File: src/port_pin_mode_pkg.sv
// Behaviour
// - Register 027H holds pin 1 mode in bits 3:2, pin 0 in 1:0, read/write.
// - Register 02AH holds other port pin 1 mode in 3:2, pin 0 in 1:0.
// - Input with mode 00 enables the pull-down resistor; default input setting.
// - Input with mode 10 enables the pull-up resistor.
// - Input with mode lower bit set is high impedance, no resistor.
// - Output with mode 00 drives push-pull high and low; default output setting.
// - Output with mode 01 drives low only, floats when high is output.
// - Output with mode 10 drives high only, floats when low is output.
// - Output with mode 11 disables both drivers, pin high impedance.
// - Pin 2 uses the same encodings and resets to pull-down and push-pull.
// - Direction bit 0 selects input encodings, 1 selects output encodings.
// - Reset clears every port control register to zero.
package port_pin_mode_pkg;

  // Pin counts of the two ports
  localparam int SECOND_PINS = 4;
  localparam int THIRD_PINS = 2;
  localparam int NUM_PINS = SECOND_PINS + THIRD_PINS;

  // APB geometry
  localparam int ADDR_W = 12;
  localparam int DATA_W = 32;
  localparam int CTRL_W = 4;

  // Register indices; byte address is four times the index
  localparam logic [9:0] IDX_SECOND_CTRL_LOW = 10'h027;
  localparam logic [9:0] IDX_SECOND_CTRL_HIGH = 10'h028;
  localparam logic [9:0] IDX_THIRD_CTRL_LOW = 10'h02A;
  localparam logic [9:0] IDX_SECOND_DIR = 10'h030;
  localparam logic [9:0] IDX_THIRD_DIR = 10'h031;
  localparam logic [9:0] IDX_SECOND_DATA = 10'h032;
  localparam logic [9:0] IDX_THIRD_DATA = 10'h033;
  localparam logic [9:0] IDX_PAD_STATUS = 10'h034;

  // Values after reset
  localparam logic [3:0] CTRL_RESET = 4'h0;
  localparam logic [3:0] DIR_RESET = 4'h0;
  localparam logic [3:0] DATA_RESET = 4'h0;

  // Mode field encodings
  localparam logic [1:0] IN_PULL_DOWN = 2'h0;
  localparam logic [1:0] IN_PULL_UP = 2'h2;
  localparam int IN_HIZ_BIT = 0;
  localparam logic [1:0] OUT_PUSH_PULL = 2'h0;
  localparam logic [1:0] OUT_OPEN_LOW = 2'h1;
  localparam logic [1:0] OUT_OPEN_HIGH = 2'h2;
  localparam logic [1:0] OUT_HIZ = 2'h3;

  // Register select, one-hot
  typedef enum logic [8:0] {
    SEL_NONE = 9'h001,
    SEL_SECOND_CTRL_LOW = 9'h002,
    SEL_SECOND_CTRL_HIGH = 9'h004,
    SEL_THIRD_CTRL_LOW = 9'h008,
    SEL_SECOND_DIR = 9'h010,
    SEL_THIRD_DIR = 9'h020,
    SEL_SECOND_DATA = 9'h040,
    SEL_THIRD_DATA = 9'h080,
    SEL_PAD_STATUS = 9'h100
  } reg_sel_t;

endpackage : port_pin_mode_pkg

File: src/pin_sync.sv
module pin_sync
  import port_pin_mode_pkg::*;
#(
  parameter int WIDTH = NUM_PINS
) (
  // Clock and reset
  input wire logic pclk,
  input wire logic presetn,
  // Asynchronous levels in, synchronised levels out
  input wire logic [WIDTH-1:0] d,
  output logic [WIDTH-1:0] q
);

  logic [WIDTH-1:0] meta_q, meta_d;
  logic [WIDTH-1:0] sync_q, sync_d;

  // First stage feeds the second stage only
  always_comb begin
    meta_d = d;
    sync_d = meta_q;
  end

  always_ff @(posedge pclk or negedge presetn) begin
    if (!presetn) begin
      meta_q <= '0;
      sync_q <= '0;
    end else begin
      meta_q <= meta_d;
      sync_q <= sync_d;
    end
  end

  assign q = sync_q;

endmodule : pin_sync

File: src/pin_pad_decode.sv
module pin_pad_decode
  import port_pin_mode_pkg::*;
(
  // Pin setting
  input wire logic [1:0] mode,
  input wire logic dir,
  input wire logic dout,
  // Pad controls
  output logic pull_up,
  output logic pull_down,
  output logic drive_high,
  output logic drive_low
);

  always_comb begin
    pull_up = 1'b0;
    pull_down = 1'b0;
    drive_high = 1'b0;
    drive_low = 1'b0;
    if (!dir) begin
      if (mode[IN_HIZ_BIT]) begin
        pull_up = 1'b0;
      end else if (mode == IN_PULL_UP) begin
        pull_up = 1'b1;
      end else begin
        pull_down = 1'b1;
      end
    end else begin
      case (mode)
        OUT_PUSH_PULL: begin
          drive_high = dout;
          drive_low = !dout;
        end
        OUT_OPEN_LOW: begin
          drive_low = !dout;
        end
        OUT_OPEN_HIGH: begin
          drive_high = dout;
        end
        OUT_HIZ: begin
          drive_high = 1'b0;
        end
        default: begin
          drive_high = 1'b0;
        end
      endcase
    end
  end

endmodule : pin_pad_decode

File: src/port_pin_mode_select.sv
module port_pin_mode_select
  import port_pin_mode_pkg::*;
(
  // Clock and reset
  input wire logic pclk,
  input wire logic presetn,
  // APB slave
  input wire logic [ADDR_W-1:0] paddr,
  input wire logic psel,
  input wire logic penable,
  input wire logic pwrite,
  input wire logic [DATA_W-1:0] pwdata,
  input wire logic [3:0] pstrb,
  output logic [DATA_W-1:0] prdata,
  output logic pready,
  output logic pslverr,
  // Pins: second port in bits 3:0, third port in bits 5:4
  input wire logic [NUM_PINS-1:0] pad_in,
  output logic [NUM_PINS-1:0] pad_out,
  output logic [NUM_PINS-1:0] pad_oe,
  // Pad termination and driver controls
  output logic [NUM_PINS-1:0] pull_up_en,
  output logic [NUM_PINS-1:0] pull_down_en,
  output logic [NUM_PINS-1:0] drive_high_en,
  output logic [NUM_PINS-1:0] drive_low_en
);

  // Word decode shared by the read and write paths
  function automatic reg_sel_t decode_sel(input logic [ADDR_W-1:0] addr);
    reg_sel_t sel;
    sel = SEL_NONE;
    if (addr[1:0] == 2'h0) begin
      case (addr[ADDR_W-1:2])
        IDX_SECOND_CTRL_LOW: sel = SEL_SECOND_CTRL_LOW;
        IDX_SECOND_CTRL_HIGH: sel = SEL_SECOND_CTRL_HIGH;
        IDX_THIRD_CTRL_LOW: sel = SEL_THIRD_CTRL_LOW;
        IDX_SECOND_DIR: sel = SEL_SECOND_DIR;
        IDX_THIRD_DIR: sel = SEL_THIRD_DIR;
        IDX_SECOND_DATA: sel = SEL_SECOND_DATA;
        IDX_THIRD_DATA: sel = SEL_THIRD_DATA;
        IDX_PAD_STATUS: sel = SEL_PAD_STATUS;
        default: sel = SEL_NONE;
      endcase
    end
    return sel;
  endfunction : decode_sel

  // Pins seen through the synchroniser
  logic [NUM_PINS-1:0] pin_level;

  pin_sync #(
    .WIDTH(NUM_PINS)
  ) u_pin_sync (
    .pclk(pclk),
    .presetn(presetn),
    .d(pad_in),
    .q(pin_level)
  );

  // Software state
  logic [CTRL_W-1:0] second_ctrl_low_q, second_ctrl_low_d;
  logic [CTRL_W-1:0] second_ctrl_high_q, second_ctrl_high_d;
  logic [CTRL_W-1:0] third_ctrl_low_q, third_ctrl_low_d;
  logic [SECOND_PINS-1:0] second_dir_q, second_dir_d;
  logic [THIRD_PINS-1:0] third_dir_q, third_dir_d;
  logic [SECOND_PINS-1:0] second_data_q, second_data_d;
  logic [THIRD_PINS-1:0] third_data_q, third_data_d;

  // Bus answer state
  logic [DATA_W-1:0] prdata_q, prdata_d;
  logic pready_q, pready_d;
  logic pslverr_q, pslverr_d;

  // Pad output state
  logic [NUM_PINS-1:0] pull_up_q, pull_up_d;
  logic [NUM_PINS-1:0] pull_down_q, pull_down_d;
  logic [NUM_PINS-1:0] drive_high_q, drive_high_d;
  logic [NUM_PINS-1:0] drive_low_q, drive_low_d;
  logic [NUM_PINS-1:0] pad_oe_q, pad_oe_d;

  reg_sel_t sel;
  logic setup_phase;
  logic write_now;
  logic low_lane;

  always_comb begin
    sel = decode_sel(paddr);
    setup_phase = psel && !penable;
    // Answer is ready in the first access cycle, so this marks the commit
    write_now = psel && penable && pready_q && pwrite && !pslverr_q;
    low_lane = pstrb[0];
  end

  // Concatenated per-pin views
  logic [2*NUM_PINS-1:0] mode_all;
  logic [NUM_PINS-1:0] dir_all;
  logic [NUM_PINS-1:0] data_all;

  always_comb begin
    mode_all = {third_ctrl_low_q, second_ctrl_high_q, second_ctrl_low_q};
    dir_all = {third_dir_q, second_dir_q};
    data_all = {third_data_q, second_data_q};
  end

  // Per-pin decode of mode, direction and data
  logic [NUM_PINS-1:0] pu_w, pd_w, dh_w, dl_w;

  generate
    for (genvar p = 0; p < NUM_PINS; p++) begin : g_pin
      pin_pad_decode u_decode (
        .mode(mode_all[2*p +: 2]),
        .dir(dir_all[p]),
        .dout(data_all[p]),
        .pull_up(pu_w[p]),
        .pull_down(pd_w[p]),
        .drive_high(dh_w[p]),
        .drive_low(dl_w[p])
      );
    end
  endgenerate

  // Register writes; only the low byte lane carries defined bits
  always_comb begin
    second_ctrl_low_d = second_ctrl_low_q;
    second_ctrl_high_d = second_ctrl_high_q;
    third_ctrl_low_d = third_ctrl_low_q;
    second_dir_d = second_dir_q;
    third_dir_d = third_dir_q;
    second_data_d = second_data_q;
    third_data_d = third_data_q;
    if (write_now && low_lane) begin
      case (sel)
        SEL_SECOND_CTRL_LOW: begin
          second_ctrl_low_d = pwdata[CTRL_W-1:0];
        end
        SEL_SECOND_CTRL_HIGH: begin
          second_ctrl_high_d = pwdata[CTRL_W-1:0];
        end
        SEL_THIRD_CTRL_LOW: begin
          third_ctrl_low_d = pwdata[CTRL_W-1:0];
        end
        SEL_SECOND_DIR: begin
          second_dir_d = pwdata[SECOND_PINS-1:0];
        end
        SEL_THIRD_DIR: begin
          third_dir_d = pwdata[THIRD_PINS-1:0];
        end
        SEL_SECOND_DATA: begin
          second_data_d = pwdata[SECOND_PINS-1:0];
        end
        SEL_THIRD_DATA: begin
          third_data_d = pwdata[THIRD_PINS-1:0];
        end
        default: begin
          second_dir_d = second_dir_q;
        end
      endcase
    end
  end

  always_ff @(posedge pclk or negedge presetn) begin
    if (!presetn) begin
      second_ctrl_low_q <= CTRL_RESET;
      second_ctrl_high_q <= CTRL_RESET;
      third_ctrl_low_q <= CTRL_RESET;
      second_dir_q <= DIR_RESET[SECOND_PINS-1:0];
      third_dir_q <= DIR_RESET[THIRD_PINS-1:0];
      second_data_q <= DATA_RESET[SECOND_PINS-1:0];
      third_data_q <= DATA_RESET[THIRD_PINS-1:0];
    end else begin
      second_ctrl_low_q <= second_ctrl_low_d;
      second_ctrl_high_q <= second_ctrl_high_d;
      third_ctrl_low_q <= third_ctrl_low_d;
      second_dir_q <= second_dir_d;
      third_dir_q <= third_dir_d;
      second_data_q <= second_data_d;
      third_data_q <= third_data_d;
    end
  end

  // Data reads show the latch for outputs and the pin level for inputs
  logic [NUM_PINS-1:0] data_view;
  logic [CTRL_W-1:0] pad_status;

  always_comb begin
    data_view = (dir_all & data_all) | (~dir_all & pin_level);
    // Status shows whether any pad has each drive or pull enable on right now
    pad_status = '0;
    pad_status[0] = |drive_high_q;
    pad_status[1] = |drive_low_q;
    pad_status[2] = |pull_up_q;
    pad_status[3] = |pull_down_q;
  end

  // Read data and answer, sampled in the setup phase so they leave flops
  always_comb begin
    prdata_d = '0;
    pready_d = setup_phase;
    pslverr_d = setup_phase && (sel == SEL_NONE);
    if (setup_phase && !pwrite) begin
      case (sel)
        SEL_SECOND_CTRL_LOW: begin
          prdata_d[CTRL_W-1:0] = second_ctrl_low_q;
        end
        SEL_SECOND_CTRL_HIGH: begin
          prdata_d[CTRL_W-1:0] = second_ctrl_high_q;
        end
        SEL_THIRD_CTRL_LOW: begin
          prdata_d[CTRL_W-1:0] = third_ctrl_low_q;
        end
        SEL_SECOND_DIR: begin
          prdata_d[SECOND_PINS-1:0] = second_dir_q;
        end
        SEL_THIRD_DIR: begin
          prdata_d[THIRD_PINS-1:0] = third_dir_q;
        end
        SEL_SECOND_DATA: begin
          prdata_d[SECOND_PINS-1:0] = data_view[SECOND_PINS-1:0];
        end
        SEL_THIRD_DATA: begin
          prdata_d[THIRD_PINS-1:0] = data_view[NUM_PINS-1:SECOND_PINS];
        end
        SEL_PAD_STATUS: begin
          prdata_d[CTRL_W-1:0] = pad_status;
        end
        default: begin
          prdata_d = '0;
        end
      endcase
    end
  end

  always_ff @(posedge pclk or negedge presetn) begin
    if (!presetn) begin
      prdata_q <= '0;
      pready_q <= 1'b0;
      pslverr_q <= 1'b0;
    end else begin
      prdata_q <= prdata_d;
      pready_q <= pready_d;
      pslverr_q <= pslverr_d;
    end
  end

  // Pad controls are registered; one cycle after a write lands
  always_comb begin
    pull_up_d = pu_w;
    pull_down_d = pd_w;
    drive_high_d = dh_w;
    drive_low_d = dl_w;
    // Own flop so the pad enable is not a gate after the drive flops
    pad_oe_d = dh_w | dl_w;
  end

  always_ff @(posedge pclk or negedge presetn) begin
    if (!presetn) begin
      pull_up_q <= '0;
      // Reset state is input with pull-down on every pin
      pull_down_q <= '1;
      drive_high_q <= '0;
      drive_low_q <= '0;
      pad_oe_q <= '0;
    end else begin
      pull_up_q <= pull_up_d;
      pull_down_q <= pull_down_d;
      drive_high_q <= drive_high_d;
      drive_low_q <= drive_low_d;
      pad_oe_q <= pad_oe_d;
    end
  end

  // Drive enables never overlap, so the pad level follows the high side
  assign prdata = prdata_q;
  assign pready = pready_q;
  assign pslverr = pslverr_q;
  assign pull_up_en = pull_up_q;
  assign pull_down_en = pull_down_q;
  assign drive_high_en = drive_high_q;
  assign drive_low_en = drive_low_q;
  assign pad_out = drive_high_q;
  assign pad_oe = pad_oe_q;

endmodule : port_pin_mode_select

File: config.mk
export PLATFORM = sky130hd
export DESIGN_NAME = port_pin_mode_select
export DESIGN_NICKNAME = d
export VERILOG_FILES = /design/src/port_pin_mode_pkg.sv /design/src/pin_sync.sv /design/src/pin_pad_decode.sv /design/src/port_pin_mode_select.sv
export SDC_FILE = /design/constraint.sdc
export NUM_CORES = 1
export LEC_CHECK = 0
export ABC_CLOCK_PERIOD_IN_PS = 3400
export BUFFER_PORTS_ARGS = -buffer_cell sky130_fd_sc_hd__buf_2
export CAP_MARGIN = 40
export CORE_ASPECT_RATIO = 0.8
export CORE_MARGIN = 2
export CORE_UTILIZATION = 25
export CTS_CLUSTER_DIAMETER = 30
export DETAILED_ROUTE_END_ITERATION = 8
export PLACE_DENSITY_LB_ADDON = 0.2
export SLEW_MARGIN = 5
export SYNTH_ARGS = -nofsm -noshare
export SYNTH_HDL_FRONTEND = slang
export SYNTH_SLANG_ARGS = --single-unit
File: constraint.sdc
create_clock -name pclk -period 3.4 [get_ports pclk]
set_clock_uncertainty 0.2 [all_clocks]
set_input_delay 0.85 -clock pclk [delete_from_list [all_inputs] [get_ports pclk]]
set_output_delay 0.85 -clock pclk [all_outputs]
set_load 0.01 [all_outputs]
Word level (Yosys, flattened, before mapping):

Index checks and enable logic that the tools add are counted.

* output and inout port bits: 70
* flip-flop bits (word level): 100
* input port bits: 59
* word-level logic and storage cells: 163

* multiplexer cells: 65
* bitwise logic cells: 5
* reduce and logical (&&, ||, !) cells: 47
* equality and inequality tests: 29

Operators with widths (count)
* == test 10 x 6 -> 1 bit (second input constant): 8
* case mux 9 bit (8 select lines): 1
* 2-to-1 mux 1 bit: 60
* OR reduction 2 bit: 12
* OR reduction 6 bit: 4
* case mux 2 bit (8 select lines): 1
* logical NOT 2 bit: 7
* AND reduction 2 bit: 7
* AND 6 bit: 2
* == test 2 x 1 -> 1 bit (second input constant): 6
* == test 2 bit (second input constant): 6
* OR 6 bit: 2
* case mux 2 bit (6 select lines): 1
* == test 9 x 1 -> 1 bit (second input constant): 1
* == test 9 x 2 -> 1 bit (second input constant): 1
* == test 9 x 3 -> 1 bit (second input constant): 1
* == test 9 x 4 -> 1 bit (second input constant): 1
* == test 9 x 5 -> 1 bit (second input constant): 1
* == test 9 x 6 -> 1 bit (second input constant): 1
* == test 9 x 7 -> 1 bit (second input constant): 1
* == test 9 x 8 -> 1 bit (second input constant): 1
* == test 9 bit (second input constant): 1
* logical NOT 1 bit: 9
* 2-to-1 mux 9 bit: 1
* 3 further kinds: 10

Logic depth before layout (Yosys ltp):

* depth after elaboration: 6
* gate-level depth with buffers: 5
* depth with buffers taken out: 4

By module:

A second synthesis with hierarchy kept.

* cell total of the unflattened synthesis: 246
* area, all modules: 3204.3 um^2

Modules (own cells, without submodules)
* port_pin_mode_select: instances 1, cells an instance 210, sequential area each 1508.9 um^2, area each 2671.3 um^2
* pin_sync: instances 1, cells an instance 12, sequential area each 300.3 um^2, area each 300.3 um^2
* pin_pad_decode: instances 6, cells an instance 4, sequential area each 0.0 um^2, area each 38.8 um^2

Worst setup path after synthesis:

Ideal clock, no wire load.

* kind: in2reg
* start: in paddr[1]
* end: reg second_dir_q[0]
* arrival time: 2.538 ns
* path buffers: 0
* stages on the path: 4
* required time: 3.075 ns
* path slack: 0.536 ns
* library setup time: 0.125 ns
* path through: or4_4 > or4_4 > or3_4 > mux2_4

* longest elaborated chain between the ends: 4

Ends and longest elaborated chain
* start, declared: line port_pin_mode_select.sv:8 `input wire logic [ADDR_W-1:0] paddr,`
* logical NOT 2 bit: line port_pin_mode_select.sv:32 `if (addr[1:0] == 2'h0) begin`
* 2-to-1 mux 9 bit: line port_pin_mode_select.sv:32
* == test 9 x 5 -> 1 bit: line port_pin_mode_select.sv:132 `case (sel)`
* AND reduction 2 bit (no source line)
* end signal, assigned: line port_pin_mode_select.sv:166 `second_dir_q <= DIR_RESET[SECOND_PINS-1:0];`
* end signal, assigned: line port_pin_mode_select.sv:174 `second_dir_q <= second_dir_d;`
* end, declared: line port_pin_mode_select.sv:64 `logic [SECOND_PINS-1:0] second_dir_q, second_dir_d;`

No other way between the ends.
A chain may end at the register's enable or synchronous reset.

Worst setup path after layout:

* start: in paddr[1]
* end: reg third_ctrl_low_q[1]

* longest elaborated chain between the ends: 4

Ends and longest elaborated chain
* logical NOT 2 bit: line port_pin_mode_select.sv:32
* 2-to-1 mux 9 bit: line port_pin_mode_select.sv:32
* == test 9 x 4 -> 1 bit: line port_pin_mode_select.sv:132
* AND reduction 2 bit (no source line)
* end signal, assigned: line port_pin_mode_select.sv:173 `third_ctrl_low_q <= third_ctrl_low_d;`
* end, declared: line port_pin_mode_select.sv:63 `logic [CTRL_W-1:0] third_ctrl_low_q, third_ctrl_low_d;`

No other way between the ends.

==> impl_results.md <==
- Max frequency: 366 MHz
- Dpl cell area: 0.00361 mm2
- Ports: 129
- H-tree levels: 3
- Leak: 0.00191 uW
- Hold buffers post-CTS: 0
- Power Total: 1890 uW
- Slew margin rel.: 49.3%
- Post-route antenna net violation count: 0
- DR vias/cell: 4.35
- Netlist cell types: 42
- Setup bufs post-CTS: 0
- Worst Tran Pin Value: 0.761 ns
- Via count: 2218
- DRT iter0 DRCs: 111
- Cells after Synth: 264
- Synth warn: 0
- Total routed wirelength: 8.17 mm
- Post-layout net count: 393
- Mean post-synth cell area: 12.1 um2
- Sequential share of the synthesized area: 56.5%
- Post-Syn Area: 0.00320 mm2
- Placed Cells: 494
- WHS Path Cells: 0
- Initial antenna violation count: 0
- TritonCTS clock tree: yes
- Die X: 131 um
- Fin crit share: 80.5%
- Drt pass-1 iters: 4
- Status: finished clean
- Share of layout cells above drive strength 1: 39.2%
- Area Growth Syn to Fin: 22.1%
- Clock Tree Root: clkbuf_16
- Residual DRC count: 0
- Final instance area: 0.00391 mm2
- Num CTS Buffers: 9
- Final hold vios: 0
- Longest Clk Path Bufs: 2
- Clock slew at reported path FFs: 0.06 ns
- GRT Residual Overflow: 0
- R2r worst-path depth: 4
- Hold_sp: u_pin_sync.meta_q[3]$_DFF_PN0_
- Required @ worst endpoint: 3.41 ns
- Post-detail-place hpwl: 6.21 mm
- Core region area: 0.0123 mm2
- Pwr dens: 484 mW/mm2
- Fin crit period: 2.74 ns
- Initial Util: 25.9%
- Crit end category: flip-flop
- Critical path class: in -> reg
- Worst setup path startpoint: paddr[1]
- WHS: 0.142 ns
- Setup TNS after final layout: 0 ns
- Antenna Diode Count: 0
- Final Wtd Congestion: 0.802
- Vias in the first global route: 2177
- Largest net degree at the start of global routing: 42
- Final setup violation count: 0
- Non-Filler Instances: 510
- Worst-Skew Late Latency: 0.33 ns
- Seq cells post-synth: 72
- Post-cts resize count: 0
- Worst-path fanout max: 6
- Die area: 0.0137 mm2
- First-pass GRT wire length: 12.4 mm
- Row count: 36
- Worst hold path type: reg -> reg
- Final Slew Violations: 0
- GRT Overall Usage: 12.4%
- Crit Reg-Reg Startpoint: pslverr$_DFF_PN0_
- Worst vdd ir: 0.212 mV
- Max-Cap Viols: 0
- Avg WL per Cell: 16.0 um
- Unrepaired setup endpoints after global routing: no
- Chip height: 105 um
- PortBufs: 69
- CP startpoint kind: input port
- Critical Path AT: 2.75 ns
- # clock sinks: 72
## flip-flops by register name, summed over array words and instances, names as in the netlist
register,cells
second_data_q,4
u_pin_sync.meta_q,6
drive_high_en,6
pad_oe,6
pready,1
second_ctrl_low_q,4
u_pin_sync.q,6
third_data_q,2
drive_low_en,6
pull_up_en,6
pull_down_en,6
pslverr,1
third_ctrl_low_q,4
third_dir_q,2
second_dir_q,4
prdata,4
second_ctrl_high_q,4
## per-layer routing
layer  vias up  part of all wire (%)  track usage (%)
li1       1024                     -                -
met1      1103                    47             17.9
met2        82                    45             17.4
met3         9                   7.1             4.20
met4         0                   1.3             3.88
met5         -                     0                0
## final timing paths
kind / to / slack, ns
worst max-delay path: third_ctrl_low_q[1]$_DFFE_PN0P_ / 0.66
worst min-delay path: u_pin_sync.q[3]$_DFF_PN0_ / 0.14
worst max register to register: third_dir_q[0]$_DFFE_PN0P_ / 1.32
worst min register to register: u_pin_sync.q[3]$_DFF_PN0_ / 0.14
max in group asynchronous: pull_down_en[3]$_DFF_PN1_ / 1.88
min in group asynchronous: third_dir_q[1]$_DFFE_PN0P_ / 0.39
## Yosys cell counts
cell / count / area [um2]
nor2_1: 15 / 56.3
inv_1: 3 / 11.3
nor3b_1: 17 / 128
mux2_4: 4 / 60.1
buf_4: 34 / 255
o311ai_0: 2 / 17.5
nor4_2: 1 / 12.5
o21ai_0: 5 / 25.0
nand4b_1: 3 / 26.3
clkbuf_1: 3 / 11.3
a31oi_1: 2 / 12.5
a311oi_1: 3 / 26.3
nor2b_1: 3 / 18.8
and2_1: 5 / 31.3
or2_2: 7 / 43.8
or3b_4: 1 / 11.3
nand2b_1: 6 / 37.5
or3b_2: 3 / 26.3
mux2_2: 20 / 225
conb_1: 1 / 3.75
buf_2: 1 / 5.00
nor3_2: 1 / 10.0
o2111ai_1: 1 / 8.76
and3_1: 1 / 6.26
nor4_1: 8 / 50.1
and4bb_2: 1 / 12.5
o2bb2ai_1: 2 / 17.5
a32oi_1: 2 / 17.5
mux2i_1: 2 / 20.0
nand2_1: 11 / 41.3
dfstp_2: 6 / 158
dfrtp_1: 66 / 1650
a32o_1: 2 / 20.0
nand3_1: 1 / 5.00
and3b_1: 1 / 8.76
and4b_2: 1 / 11.3
nor3_1: 6 / 30.0
or3_4: 1 / 11.3
a21oi_1: 8 / 40.0
or4_4: 2 / 22.5
a211oi_1: 1 / 7.51
and2_0: 1 / 6.26
## logic make-up after synthesis
group	Yosys count	synth area share (%)
compound gates	28	6.02
buf+inv	41	8.83
flops	72	56.5
mux	26	9.54
other cells	1	0.117
simple gates	96	19.0
## worst max-delay path, stage by stage
cell,delay [ns]
buf_2,0.10
or4_4,0.59
or2_2,0.34
nor4_2,0.48
mux2_2,0.39
## metrics by stage
stage / util (%) / setup WS [ns]
after floorplan: - / 0.536
after global placement: 29.2 / 0.344
after detailed placement: 29.2 / 0.332
after CTS: 31.7 / 0.683
after global routing: 31.7 / 0.619
final: 31.7 / 0.665
## cells in the final DEF (no fill, tap or decap), drive strengths merged, types with 4 or more instances in the layout
master | synthesis | layout
nand2b | 6 | 6
clkbuf | 3 | 11
mux2 | 24 | 24
and2 | 6 | 6
nand2 | 11 | 11
or2 | 7 | 7
dfrtp | 66 | 66
buf | 35 | 70
conb | 1 | 28
nor3 | 7 | 7
nor2 | 15 | 15
nor4 | 9 | 9
o21ai | 5 | 5
dfstp | 6 | 6
or3b | 4 | 4
a21oi | 8 | 8
nor3b | 17 | 17
## where the power goes
part           leakage (uW)  switching (uW)  internal (uW)  total (uW)
clock              0.000145             344            586         930
combinational      0.000808            65.3           26.1        91.3
sequential         0.000956            2.71            866         869
## final cells by class
type | instances | area, um2
fillers | 1291 | 8430
flip-flops and latches | 72 | 1810
multi-input cells | 178 | 1210
repair buffers | 70 | 365
clock buffers | 11 | 243
well taps | 171 | 214
clock inverters | 5 | 56.3
inverters | 3 | 11.3
No activity file was read; power rests on OpenSTA's default activity.
